**src/esx_pkg.sv**
```systemverilog
// Shared constants and types for the extended stack instruction executor.
// Assumes a 16-bit instruction word and a 12-bit data address space.
package esx_pkg;

   // Opcode patterns.
   localparam logic [7:0] OP_MOVE_HI = 8'hEB;
   localparam logic [7:0] OP_PUSH_HI = 8'hFA;
   localparam logic [7:0] OP_SUB_HI = 8'hE9;
   localparam logic [3:0] OP_WORD2_HI = 4'hF;
   localparam int MOVE_SEL_BIT = 7;
   localparam logic [1:0] SEL_RETURN = 2'h3;

   // Field positions.
   localparam int OFS_MSB = 6;
   localparam int LIT6_MSB = 5;
   localparam int SEL_MSB = 7;
   localparam int SEL_LSB = 6;

   // Address space and indexed literal offset window.
   localparam int ADDR_W = 12;
   localparam int NUM_PTR = 3;
   localparam int STACK_PTR = 2;
   localparam logic [7:0] IDX_LIMIT = 8'h5F;
   localparam logic [3:0] ACC_LOW_BANK = 4'h0;
   localparam logic [3:0] ACC_HIGH_BANK = 4'hF;

   // Pointer reset value, zero byte and one-address decrement step.
   localparam logic [11:0] PTR_RESET = 12'h000;
   localparam logic [7:0] BYTE_ZERO = 8'h00;
   localparam logic [11:0] ONE_ADDR = 12'h001;

   typedef enum logic [1:0] {ST_IDLE, ST_MOVE, ST_RET_NOP} esx_fsm_t;

   // Data memory request as driven by the executor.
   typedef struct packed {
      logic rdEn;
      logic [11:0] rdAddr;
      logic wrEn;
      logic [11:0] wrAddr;
      logic [7:0] wrData;
   } esx_mem_req_t;

   typedef struct packed {
      esx_fsm_t fsm;
      logic [2:0][11:0] ptr;
      logic [11:0] destAddr;
      logic destSet;
      logic destNop;
      logic readPend;
      logic dataHeld;
      logic [7:0] srcByte;
      esx_mem_req_t mem;
      logic pcLoad;
      logic [20:0] pcValue;
   } esx_state_t;

endpackage

```
**src/esx_exec.sv**
```systemverilog
// Executor for the extended stack instructions and the indexed literal
// offset file address resolver. Assumes the core presents one instruction
// word per accepted cycle and data memory returns read data in the
// same cycle that a read request is presented on memReq.
//
// Contract
// - Indexed move: two words, two cycles; the code takes three, issuing the write on the third edge.
// - Move addresses are stack pointer plus offsets.
// - Indirect source register reads as zero.
// - Indirect destination makes the move a no-op.
// - Literal push is single word, single cycle.
// - Push stores literal, then decrements stack pointer.
// - Pointer subtract decodes select and six-bit literal.
// - Subtract literal from selected pointer, no flags.
// - Select three subtracts stack pointer then returns.
// - Subtract-and-return takes two cycles, second idle.
// - Extension enable also enables indexed offset addressing.
// - Disabled: access bit picks access or selected bank.
// - Enabled, access zero, file up to limit is indexed.
// - Zero stack pointer restores legacy access mapping.
// - Destination bit keeps its normal meaning.
// - Everything extended decodes only when enable set.
// - Destination zero to accumulator, one to register.
`timescale 1ns/100ps

module esx_exec #(
   parameter logic [11:0] IND_BASE0 = 12'hFE0,
   parameter logic [11:0] IND_BASE1 = 12'hFE8,
   parameter logic [11:0] IND_BASE2 = 12'hFF0,
   parameter int IND_SPAN = 5
) (
   input wire logic mclk,
   input wire logic rst,
   input wire logic ce,
   input wire logic extEnable,
   input wire logic instrValid,
   input wire logic [15:0] instrWord,
   output logic instrAccept,
   output logic extDecoded,
   input wire logic [20:0] tosValue,
   output logic pcLoad,
   output logic [20:0] pcValue,
   output logic nopSlot,
   output esx_pkg::esx_mem_req_t memReq,
   input wire logic [7:0] memRdData,
   input wire logic ptrLoad,
   input wire logic [1:0] ptrLoadSel,
   input wire logic [11:0] ptrLoadData,
   output logic [2:0][11:0] ptrValue,
   input wire logic [7:0] baseFile,
   input wire logic baseAccess,
   input wire logic baseDest,
   input wire logic [3:0] bankSel,
   output logic [11:0] resolvedAddr,
   output logic resolvedIndexed,
   output logic destToAcc
);

   esx_pkg::esx_state_t s_reg;
   esx_pkg::esx_state_t s_next;

   logic [11:0] stackPtr;
   logic [11:0] candAddr;
   logic [2:0] indHitPer;
   logic indHit;
   logic [2:0][11:0] indBase;
   logic decMove;
   logic decPush;
   logic decSub;
   logic [1:0] subSel;
   logic [11:0] subLit;
   logic take;

   assign stackPtr = s_reg.ptr[esx_pkg::STACK_PTR];
   assign subSel = instrWord[esx_pkg::SEL_MSB:esx_pkg::SEL_LSB];
   assign subLit = {6'h00, instrWord[esx_pkg::LIT6_MSB:0]};
   assign indBase = {IND_BASE2, IND_BASE1, IND_BASE0};

   // Both move words carry their offset in the same low seven bits.
   assign candAddr = stackPtr + {5'h00, instrWord[esx_pkg::OFS_MSB:0]};

   genvar gi;
   generate
      for (gi = 0; gi < esx_pkg::NUM_PTR; gi++)
      begin : g_ind
         assign indHitPer[gi] = (candAddr >= indBase[gi]) &&
            (candAddr < indBase[gi] + IND_SPAN[11:0]);
      end
   endgenerate
   assign indHit = |indHitPer;

   // Nothing is taken in the idle slot after a return, and a move holds
   // off further words once its destination word is in.
   assign instrAccept = ce && ((s_reg.fsm == esx_pkg::ST_IDLE) ||
      (s_reg.fsm == esx_pkg::ST_MOVE && !s_reg.destSet));
   assign take = instrValid && instrAccept &&
      (s_reg.fsm == esx_pkg::ST_IDLE);

   assign decMove = take && extEnable &&
      instrWord[15:8] == esx_pkg::OP_MOVE_HI &&
      instrWord[esx_pkg::MOVE_SEL_BIT];
   assign decPush = take && extEnable &&
      instrWord[15:8] == esx_pkg::OP_PUSH_HI;
   assign decSub = take && extEnable &&
      instrWord[15:8] == esx_pkg::OP_SUB_HI;
   assign extDecoded = decMove || decPush || decSub;

   always_comb
   begin
      s_next = s_reg;
      // Pulses drop only on an enabled edge, so a low enable holds them too.
      if (ce)
      begin
         s_next.mem.rdEn = 1'b0;
         s_next.mem.wrEn = 1'b0;
         s_next.pcLoad = 1'b0;
         // Core-side pointer loads; an executing instruction wins below.
         if (ptrLoad && ptrLoadSel < 2'(esx_pkg::NUM_PTR))
         begin
            s_next.ptr[ptrLoadSel] = ptrLoadData;
         end
         case (s_reg.fsm)
            esx_pkg::ST_IDLE:
            begin
               if (decMove)
               begin
                  s_next.fsm = esx_pkg::ST_MOVE;
                  s_next.destSet = 1'b0;
                  s_next.destNop = 1'b0;
                  if (indHit)
                  begin
                     s_next.srcByte = esx_pkg::BYTE_ZERO;
                     s_next.dataHeld = 1'b1;
                     s_next.readPend = 1'b0;
                  end
                  else
                  begin
                     s_next.mem.rdEn = 1'b1;
                     s_next.mem.rdAddr = candAddr;
                     s_next.dataHeld = 1'b0;
                     s_next.readPend = 1'b1;
                  end
               end
               else if (decPush)
               begin
                  s_next.mem.wrEn = 1'b1;
                  s_next.mem.wrAddr = stackPtr;
                  s_next.mem.wrData = instrWord[7:0];
                  s_next.ptr[esx_pkg::STACK_PTR] =
                     stackPtr - esx_pkg::ONE_ADDR;
               end
               else if (decSub)
               begin
                  if (subSel == esx_pkg::SEL_RETURN)
                  begin
                     s_next.ptr[esx_pkg::STACK_PTR] = stackPtr - subLit;
                     s_next.pcLoad = 1'b1;
                     s_next.pcValue = tosValue;
                     s_next.fsm = esx_pkg::ST_RET_NOP;
                  end
                  else
                  begin
                     s_next.ptr[subSel] = s_reg.ptr[subSel] - subLit;
                  end
               end
            end
            esx_pkg::ST_MOVE:
            begin
               if (s_reg.readPend)
               begin
                  s_next.srcByte = memRdData;
                  s_next.readPend = 1'b0;
                  s_next.dataHeld = 1'b1;
               end
               if (!s_reg.destSet && instrValid &&
                  instrWord[15:12] == esx_pkg::OP_WORD2_HI)
               begin
                  s_next.destAddr = candAddr;
                  s_next.destNop = indHit;
                  s_next.destSet = 1'b1;
               end
               if (s_reg.destSet && s_reg.dataHeld)
               begin
                  // Destination rules for program counter and stack bytes
                  // are left to software; no check is made here.
                  s_next.mem.wrEn = !s_reg.destNop;
                  s_next.mem.wrAddr = s_reg.destAddr;
                  s_next.mem.wrData = s_reg.srcByte;
                  s_next.fsm = esx_pkg::ST_IDLE;
               end
            end
            esx_pkg::ST_RET_NOP:
            begin
               s_next.fsm = esx_pkg::ST_IDLE;
            end
            default:
            begin
               s_next.fsm = esx_pkg::ST_IDLE;
            end
         endcase
      end
   end

   always_ff @(posedge mclk)
   begin
      if (rst)
      begin
         s_reg <= '0;
         s_reg.fsm <= esx_pkg::ST_IDLE;
         s_reg.ptr <= {3{esx_pkg::PTR_RESET}};
      end
      else
      begin
         s_reg <= s_next;
      end
   end

   assign memReq = s_reg.mem;
   assign pcLoad = s_reg.pcLoad;
   assign pcValue = s_reg.pcValue;
   assign nopSlot = s_reg.fsm == esx_pkg::ST_RET_NOP;
   assign ptrValue = s_reg.ptr;

   // File operand resolution for base byte and bit instructions. Legacy
   // code touching low access addresses lands on stack frame slots once
   // the extension is on, which is why the enable gates it here.
   always_comb
   begin
      resolvedIndexed = extEnable && !baseAccess &&
         baseFile <= esx_pkg::IDX_LIMIT;
      if (resolvedIndexed)
      begin
         resolvedAddr = stackPtr + {4'h0, baseFile};
      end
      else if (baseAccess)
      begin
         resolvedAddr = {bankSel, baseFile};
      end
      else if (baseFile <= esx_pkg::IDX_LIMIT)
      begin
         resolvedAddr = {esx_pkg::ACC_LOW_BANK, baseFile};
      end
      else
      begin
         resolvedAddr = {esx_pkg::ACC_HIGH_BANK, baseFile};
      end
   end

   assign destToAcc = !baseDest;

   a_push_write: assert property (@(posedge mclk) disable iff (rst)
      decPush |=> memReq.wrEn && memReq.wrAddr == $past(stackPtr) &&
         memReq.wrData == $past(instrWord[7:0]))
      else $error("push did not store literal at stack pointer");

   a_push_dec: assert property (@(posedge mclk) disable iff (rst)
      decPush |=> ptrValue[2] == $past(stackPtr) - 12'h001)
      else $error("push did not decrement stack pointer");

   a_sub_ptr: assert property (@(posedge mclk) disable iff (rst)
      decSub && subSel == 2'h1 |=>
         ptrValue[1] == $past(s_reg.ptr[1]) - $past(subLit))
      else $error("pointer subtract result wrong");

   a_ret_two: assert property (@(posedge mclk) disable iff (rst)
      decSub && subSel == 2'h3 |=> pcLoad && nopSlot &&
         pcValue == $past(tosValue) ##1 !nopSlot && !pcLoad)
      else $error("return did not take exactly two cycles");

   a_ret_idle: assert property (@(posedge mclk) disable iff (rst)
      nopSlot |-> !instrAccept && !extDecoded && !memReq.wrEn)
      else $error("idle return slot accepted work");

   a_src_zero: assert property (@(posedge mclk) disable iff (rst)
      decMove && indHit |=> !memReq.rdEn && s_reg.srcByte == 8'h00)
      else $error("indirect source was not read as zero");

   a_src_read: assert property (@(posedge mclk) disable iff (rst)
      decMove && !indHit |=> memReq.rdEn &&
         memReq.rdAddr == $past(candAddr))
      else $error("move source read address wrong");

   a_dst_nop: assert property (@(posedge mclk) disable iff (rst)
      ce && s_reg.fsm == esx_pkg::ST_MOVE && s_reg.destSet &&
         s_reg.dataHeld && s_reg.destNop |=> !memReq.wrEn)
      else $error("write to indirect destination not suppressed");

   a_ext_gate: assert property (@(posedge mclk) disable iff (rst)
      !extEnable |-> !extDecoded && !resolvedIndexed)
      else $error("extension active while disabled");

   a_legacy_map: assert property (@(posedge mclk) disable iff (rst)
      resolvedIndexed && stackPtr == 12'h000 |->
         resolvedAddr == {4'h0, baseFile})
      else $error("zero pointer did not restore legacy mapping");

   a_ce_freeze: assert property (@(posedge mclk) disable iff (rst)
      !ce |=> ptrValue == $past(ptrValue) && memReq == $past(memReq))
      else $error("state moved while clock enable was low");

endmodule

```
**config.mk**
```make
export PLATFORM = sky130hd
export DESIGN_NAME = esx_exec
export DESIGN_NICKNAME = d
export VERILOG_FILES = /design/src/esx_pkg.sv /design/src/esx_exec.sv
export SDC_FILE = /design/constraint.sdc
export NUM_CORES = 1
export LEC_CHECK = 0
export BUFFER_PORTS_ARGS = -buffer_cell sky130_fd_sc_hd__buf_2
export CAP_MARGIN = 20
export CORE_ASPECT_RATIO = 2
export CORE_UTILIZATION = 45
export DETAILED_ROUTE_END_ITERATION = 8
export PLACE_DENSITY = 0.69
export SLEW_MARGIN = 30
export SYNTH_ARGS = -nofsm -noshare
export SYNTH_HDL_FRONTEND = slang
export SYNTH_SLANG_ARGS = --single-unit
export TNS_END_PERCENT = 5
```
**constraint.sdc**
```tcl
create_clock -name mclk -period 4.1 [get_ports mclk]
set_clock_uncertainty 0.1 [all_clocks]
set_input_delay 0 -clock mclk [delete_from_list [all_inputs] [get_ports mclk]]
set_output_delay 0 -clock mclk [all_outputs]
set_load 0.03 [all_outputs]
```
==> metrics, run 1 <==
GRT Total Usage 29.9%; DR iter-0 viols 691; GP Congestion 0.961; WL per Instance 19.7 um; Top Family by Delay on Critical Path compound AO/OA/AOI/OAI gates; DRC 0; most frequent cells in the layout buf_2 (187), nand2_1 (136), dfxtp_1 (118), nor2_1 (91), o21ai_0 (74); RR Endpoint stackPtr[4]; initial antenna violation count 0; CP Data Arrival Time 3450 ps; CTS H-tree depth 4; Tmin final 3550 ps; first-pass GRT wire length 43.0 mm; max_slew headroom 38.1%; Synth area leader dfxtp_1; I/O pins 188; Hold Path Sink memReq[20]; unrepaired setup endpoints after global routing no; Clock Tree Root clkbuf_16; top cell type's share of synthesized area 29.3%; Critical Path RT 4000 ps; Antenna Nets Post-Route 0; CP Cell Sequence ha_1 > a21o_1 > a21o_1 > a2111oi_0 > o21ai_0 > xor2_1 > nand2_1 > a2bb2oi_1 > buf_2; Antenna Cells 0; vias in the first global route 8007; CP startpoint kind register; die area 18500 um2; max incr delay on CP 770 ps; reg2reg setup slack 780 ps; Layout Nets 1289; critical path peak fanout 9; row count 69; Pins Over Slew Limit 0; Max VDD drop 0.000302 V; yosys warns 0; Post-Syn Area 8070 um2; P per Cell Area 339 nW/um2; Max Freq 282 MHz; CTS max path bufs 2; # fillers 1746; CP most frequent cell a21o_1; Die H 191 um; total gr overflow 0; async set or reset register ratio after synthesis 0%; final worst slack 550 ps; Setup violations, final 0; PostCTS Resize Cnt 0; cells after synthesis 1061; Worst-path clk slew 60 ps; Core Region 17700 um2; post-synthesis area per instance 7.61 um2; Die Width 96.7 um; initial core utilization 45.6%; post-DP HPWL 19.9 mm; leading cell type in the layout, fill and taps excluded buf_2; pre-CTS setup slack 653 ps; routed vias/inst 5.89; prevailing post-synth register cell dfxtp_1; layout cells sized above 1 22.0%; measured slew at the worst slew-check pin 927 ps; Post-Route WL 27.6 mm; Critical Setup Path Class register to output port; Worst Hold Class primary input to register; dpl cells 1326; Hold Fails Final Rpt 0; Clock Sinks 118; port bufs 187; crit end category output port; CTS Buf Count 17; register area share after synthesis 29.3%; CP bufs+invs 1; Hold Path Depth 5; 1st-pass router iterations 8; largest net degree at the start of global routing 97; final worst path period share 86.6%; Cell variety after synth 75; setup TNS 0 ps; fin cells 1402; hold path start instrWord[9]; max FFs per register 34; clk_lat worst skew 420 ps; reg2reg path depth 9; synthesized netlist net count 1173; ranking of synthesized cells by area dfxtp_1 (29%), buf_4 (8.6%), nand2_1 (6.3%); synthesized flop and latch total 118; CTS tree done; via count 8254; Area growth, synth to finish 18.5%; slowest stage cell, crit path a2111oi_0; Max Cap Viol 0; Post-synth EDFFs 0; status finished clean; Post-Route Utilization 54.0%; R2R Path Start s_reg[116]; Static Leak 4.18 nW
[per-layer routing]
metal,routed length [um],track usage [%],vias to the layer above
met5,0,0,-
met4,1700,20.0,0
met3,1710,4.42,129
met2,14300,54.4,451
met1,9900,31.4,3776
li1,-,-,3898
[power by group]
part / switching, mW / leakage, nW / internal [mW]
Combinational: 0.324 / 2.93 / 0.191
Sequential: 0.0177 / 0.953 / 1.16
Clock: 0.523 / 0.294 / 1.03
[Yosys cell counts (17+ instances only)]
master    instances
nand2_1         136
dfxtp_1         118
buf_4            93
nor2_1           91
o21ai_0          75
a21oi_1          69
clkbuf_1         52
inv_1            33
mux2i_1          30
nand3_1          30
ha_1             29
nor3_1           28
a22oi_1          20
xnor2_1          20
a211oi_1         17
[repair_timing]
action / CTS / global route
buffers inserted: 0 / 0
hold endpoints to repair: 55 / 0
hold buffers: 45 / 0
[worst min-delay path, stage by stage]
cell and delay, ps:
buf_2 110, nand2_1 80, nor3_2 120, o22ai_1 150, nor2_1 50
[logic make-up after synthesis]
family	share of synthesized area (%)
buf+inv	13.9
mux	3.86
compound gates	23.3
flops	29.3
simple gates	20.8
xor+xnor	3.47
fa+ha+maj	5.49
[cell type report]
cell class | count | area [um2] | share of cell area (%)
Multi-Input combinational cell | 745 | 4610 | 48.2
Tap cell | 213 | 267 | 2.79
Clock inverter | 9 | 151 | 1.58
Timing Repair Buffer | 257 | 1580 | 16.5
Clock buffer | 22 | 454 | 4.75
Sequential cell | 118 | 2360 | 24.7
Inverter | 38 | 143 | 1.49
[per-stage QoR]
stage                     hold slack (ps)  instance area [um2]  total power, mW
after global routing                 58.3                 9560             3.35
after global placement                123                 8500             1.67
after floorplan                      9.85                 8070             1.52
after CTS                            32.7                 9560             3.25
after detailed placement              128                 8510             1.67
final                                49.1                 9560             3.24
[worst max path at each step]
stage	startpoint	to	slack, ps	depth (start not counted)
CTS	stackPtr[1]	resolvedAddr[9]	480	9
floorplan	instrWord[6]	stackPtr[11]	800	14
finish	stackPtr[1]	resolvedAddr[9]	550	9
global route	stackPtr[1]	resolvedAddr[11]	250	9
detailed placement	instrWord[6]	stackPtr[11]	650	13
global placement	instrWord[6]	stackPtr[11]	740	13
(Power assumes the default switching activity.)
==> inputs of run 2 (changes only) <==
--- a/config.mk
+++ b/config.mk
@@ -5,12 +5,13 @@
 export SDC_FILE = /design/constraint.sdc
 export NUM_CORES = 1
 export LEC_CHECK = 0
+export ABC_AREA = 1
 export BUFFER_PORTS_ARGS = -buffer_cell sky130_fd_sc_hd__buf_2
 export CAP_MARGIN = 20
 export CORE_ASPECT_RATIO = 2
 export CORE_UTILIZATION = 45
 export DETAILED_ROUTE_END_ITERATION = 8
-export PLACE_DENSITY = 0.69
+export PLACE_DENSITY = 0.68
 export SLEW_MARGIN = 30
 export SYNTH_ARGS = -nofsm -noshare
 export SYNTH_HDL_FRONTEND = slang
==> metrics, run 2 <==
CP most frequent cell nand2_1; largest net degree at the start of global routing 93 (-4.1%); Top Family by Delay on Critical Path simple AND/OR/NAND/NOR gates; final worst slack 829 ps (+279 ps); Clock Sinks 118 (unchanged); Setup violations, final 0 (unchanged); CTS tree done; Psw 1.03 mW (+20%); Die H 201 um (+5.2%); Gate power share 16.8% (+0.9 points); cells after synthesis 1393 (+31%); async set or reset register ratio after synthesis 0% (unchanged); Critical Path RT 4000 ps (about the same); layout cells sized above 1 19.2% (-2.8 points); Post-synth EDFFs 0 (unchanged); dpl cell area 9310 um2 (+9.4%); via count 9476 (+15%); top cell type's share of synthesized area 26.4% (-2.8 points); register area share after synthesis 26.4% (-2.8 points); leading cell type in the layout, fill and taps excluded nand2_1; Finished Cell Area 10400 um2 (+8.9%); Core Region 19400 um2 (+9.4%); CP Cell Sequence inv_1 > fa_1 > nand3b_1 > nand2_1 > nand2_1 > nand2_1 > a21oi_1 > nor2_1 > o21ai_0 > nand2_1 > nand2_1 > nand2_1 > nand4_1 > nand2_1 > buf_2; P_int 2.47 mW (+4.1%); max incr delay on CP 550 ps (-220 ps); Post-CTS Repair Setup Buffers 0 (unchanged); Seq pwr share 33.7% (-2.7 points); first-pass GRT wire length 47.6 mm (+11%); Synth area leader dfxtp_1; final worst path period share 79.8% (-6.8 points); Area growth, synth to finish 16.5%; CTS H-tree depth 4 (unchanged); GRT Total Usage 30.6% (+0.73 points); P per Cell Area 337 nW/um2 (-0.63%); Pins Over Slew Limit 0 (unchanged); DR iter-0 viols 447 (-35%); Post-Route WL 30.7 mm (+11%); 1st-pass router iterations 8 (unchanged); unrepaired setup endpoints after global routing no; ranking of synthesized cells by area dfxtp_1 (26%), nand2_1 (15%), a21oi_1 (8.2%); WL per Instance 17.3 um (-12%); Antenna Cells 0 (unchanged); synth cell count leaders nand2_1 (361), a21oi_1 (147), inv_1 (147), dfxtp_1 (118), buf_4 (96); Max VDD drop 0.000264 V (-13%); Hold Fails Final Rpt 1 (+1); Layout Nets 1613 (+25%); Antenna Nets Post-Route 0 (unchanged); total gr overflow 0 (unchanged); die area 20500 um2 (+11%); synthesized netlist net count 1505 (+28%); initial antenna violation count 0 (unchanged); synthesized flop and latch total 118 (unchanged); Max Cap Viol 0 (unchanged); count leader, synth nand2_1; WHS -3.94 ps (-53.1 ps); measured slew at the worst slew-check pin 933 ps (+5.99 ps); Die Width 102 um (+5.1%); initial core utilization 46.2% (+0.56 points); clk_lat worst skew 440 ps (+20 ps); routed vias/inst 5.34 (-9.2%); I/O pins 188 (unchanged); post-synthesis area per instance 6.42 um2 (-16%); port bufs 187 (unchanged); CP startpoint kind register; slowest stage cell, crit path dfxtp_1; critical path peak fanout 7 (-2); prevailing post-synth register cell dfxtp_1; CP Data Arrival Time 3170 ps (-280 ps); row count 72 (+4.3%); most frequent cells in the layout nand2_1 (361), buf_2 (187), inv_1 (147), a21oi_1 (147), dfxtp_1 (118); Worst Hold Class primary input to register; yosys warns 0 (unchanged); CTS Buf Count 17 (unchanged); CTS max path bufs 2 (unchanged); clock power share 49.5% (+1.7 points); post-DP HPWL 23.3 mm (+18%); total power 3.51 mW (+8.2%); # fillers 1983 (+14%); status finished, violations left; DRC 0 (unchanged); setup TNS 0 ps (unchanged); violated checks negative hold slack; Worst-path clk slew 60 ps (about the same); GP Congestion 0.938 (-2.4%); max_slew headroom 37.7% (-0.40 points); crit end category output port; Clock Tree Root clkbuf_16; Cell variety after synth 50 (-33%); Post-Syn Area 8940 um2 (+11%); Static Leak 5.00 nW (+20%); pre-CTS setup slack 974 ps (+321 ps); switching portion of total power 29.4% (+2.8 points); Tmin final 3270 ps (-279 ps); Max Freq 306 MHz (+8.5%); Critical Setup Path Class register to output port; max FFs per register 34 (unchanged); vias in the first global route 9195 (+15%); CP bufs+invs 2 (+1)
## run 2: final timing paths
path | slack [ps] | startpoint | endpoint | cells past startpoint
setup / recovery | 830 | stackPtr[1] | resolvedAddr[10] | 15
hold / removal | -4 | ptrLoadData[4] | ptrValue[16] | 5
setup reg to reg | 1120 | stackPtr[0] | memReq[28] | 16
hold reg to reg | 350 | memReq[3] | memReq[3] | 2
## run 2: cell type report
class	instances	area, um2	share of cell area, %
Clock inverter	13	218	2.09
Timing Repair Buffer	238	1440	13.8
Multi-Input combinational cell	967	5010	48.1
Clock buffer	19	453	4.35
Tap cell	259	324	3.11
Inverter	159	602	5.78
Sequential cell	118	2360	22.7
## run 2: worst register-to-register path, cell delays in order, from the launching register on
cell	delay [ps]
dfxtp_1	450
ha_1	300
fa_1	390
inv_1	80
nor2_2	50
nand2_1	100
nand2_2	70
nand2_1	80
nand2_1	90
nand2_1	120
nand4_1	160
nor2_4	160
nand4_4	110
nand2_4	200
inv_1	220
nor2_1	150
nor2_1	50
## run 2: stage by stage
stage	instances	util [%]
2_1_floorplan	1393	-
3_3_place_gp	1699	48.0
3_5_place_dp	1699	48.0
4_1_cts	1771	53.6
5_1_grt	1773	53.8
6_report	1773	53.8
## run 2: repair_timing
item / CTS / global route
endpoints found under the hold margin: 47 / 3
gates resized for setup: 0 / 0
hold buffers: 40 / 1
## run 2: cells by family (layout without fill, tap and decap cells)
family	count (synthesis)	count (layout)	synth area share [%]
XOR/XNOR	17	17	1.75
multiplexers	2	2	0.224
AND/OR/NAND/NOR	613	613	30.2
buffers and inverters	308	429	17.6
AO/OA/AOI/OAI	302	302	18.9
flip-flops	118	118	26.4
adder cells (fa/ha/maj)	33	33	4.95
## run 2: per-layer routing
metal  global-route usage (%)  wire length (um)
met2                     55.6             16100
met3                     4.17              1390
met1                     29.8             10700
met4                     24.5              2530
met5                        0                 0
## run 2: power by group through the flow
stage	Clock, mW	Combinational, mW	Sequential (mW)
after CTS	1.75	0.582	1.18
final	1.73	0.590	1.18
after detailed placement	0	0.550	1.21
after global placement	0	0.548	1.21
after floorplan	0	0.393	1.19
after global routing	1.79	0.645	1.18
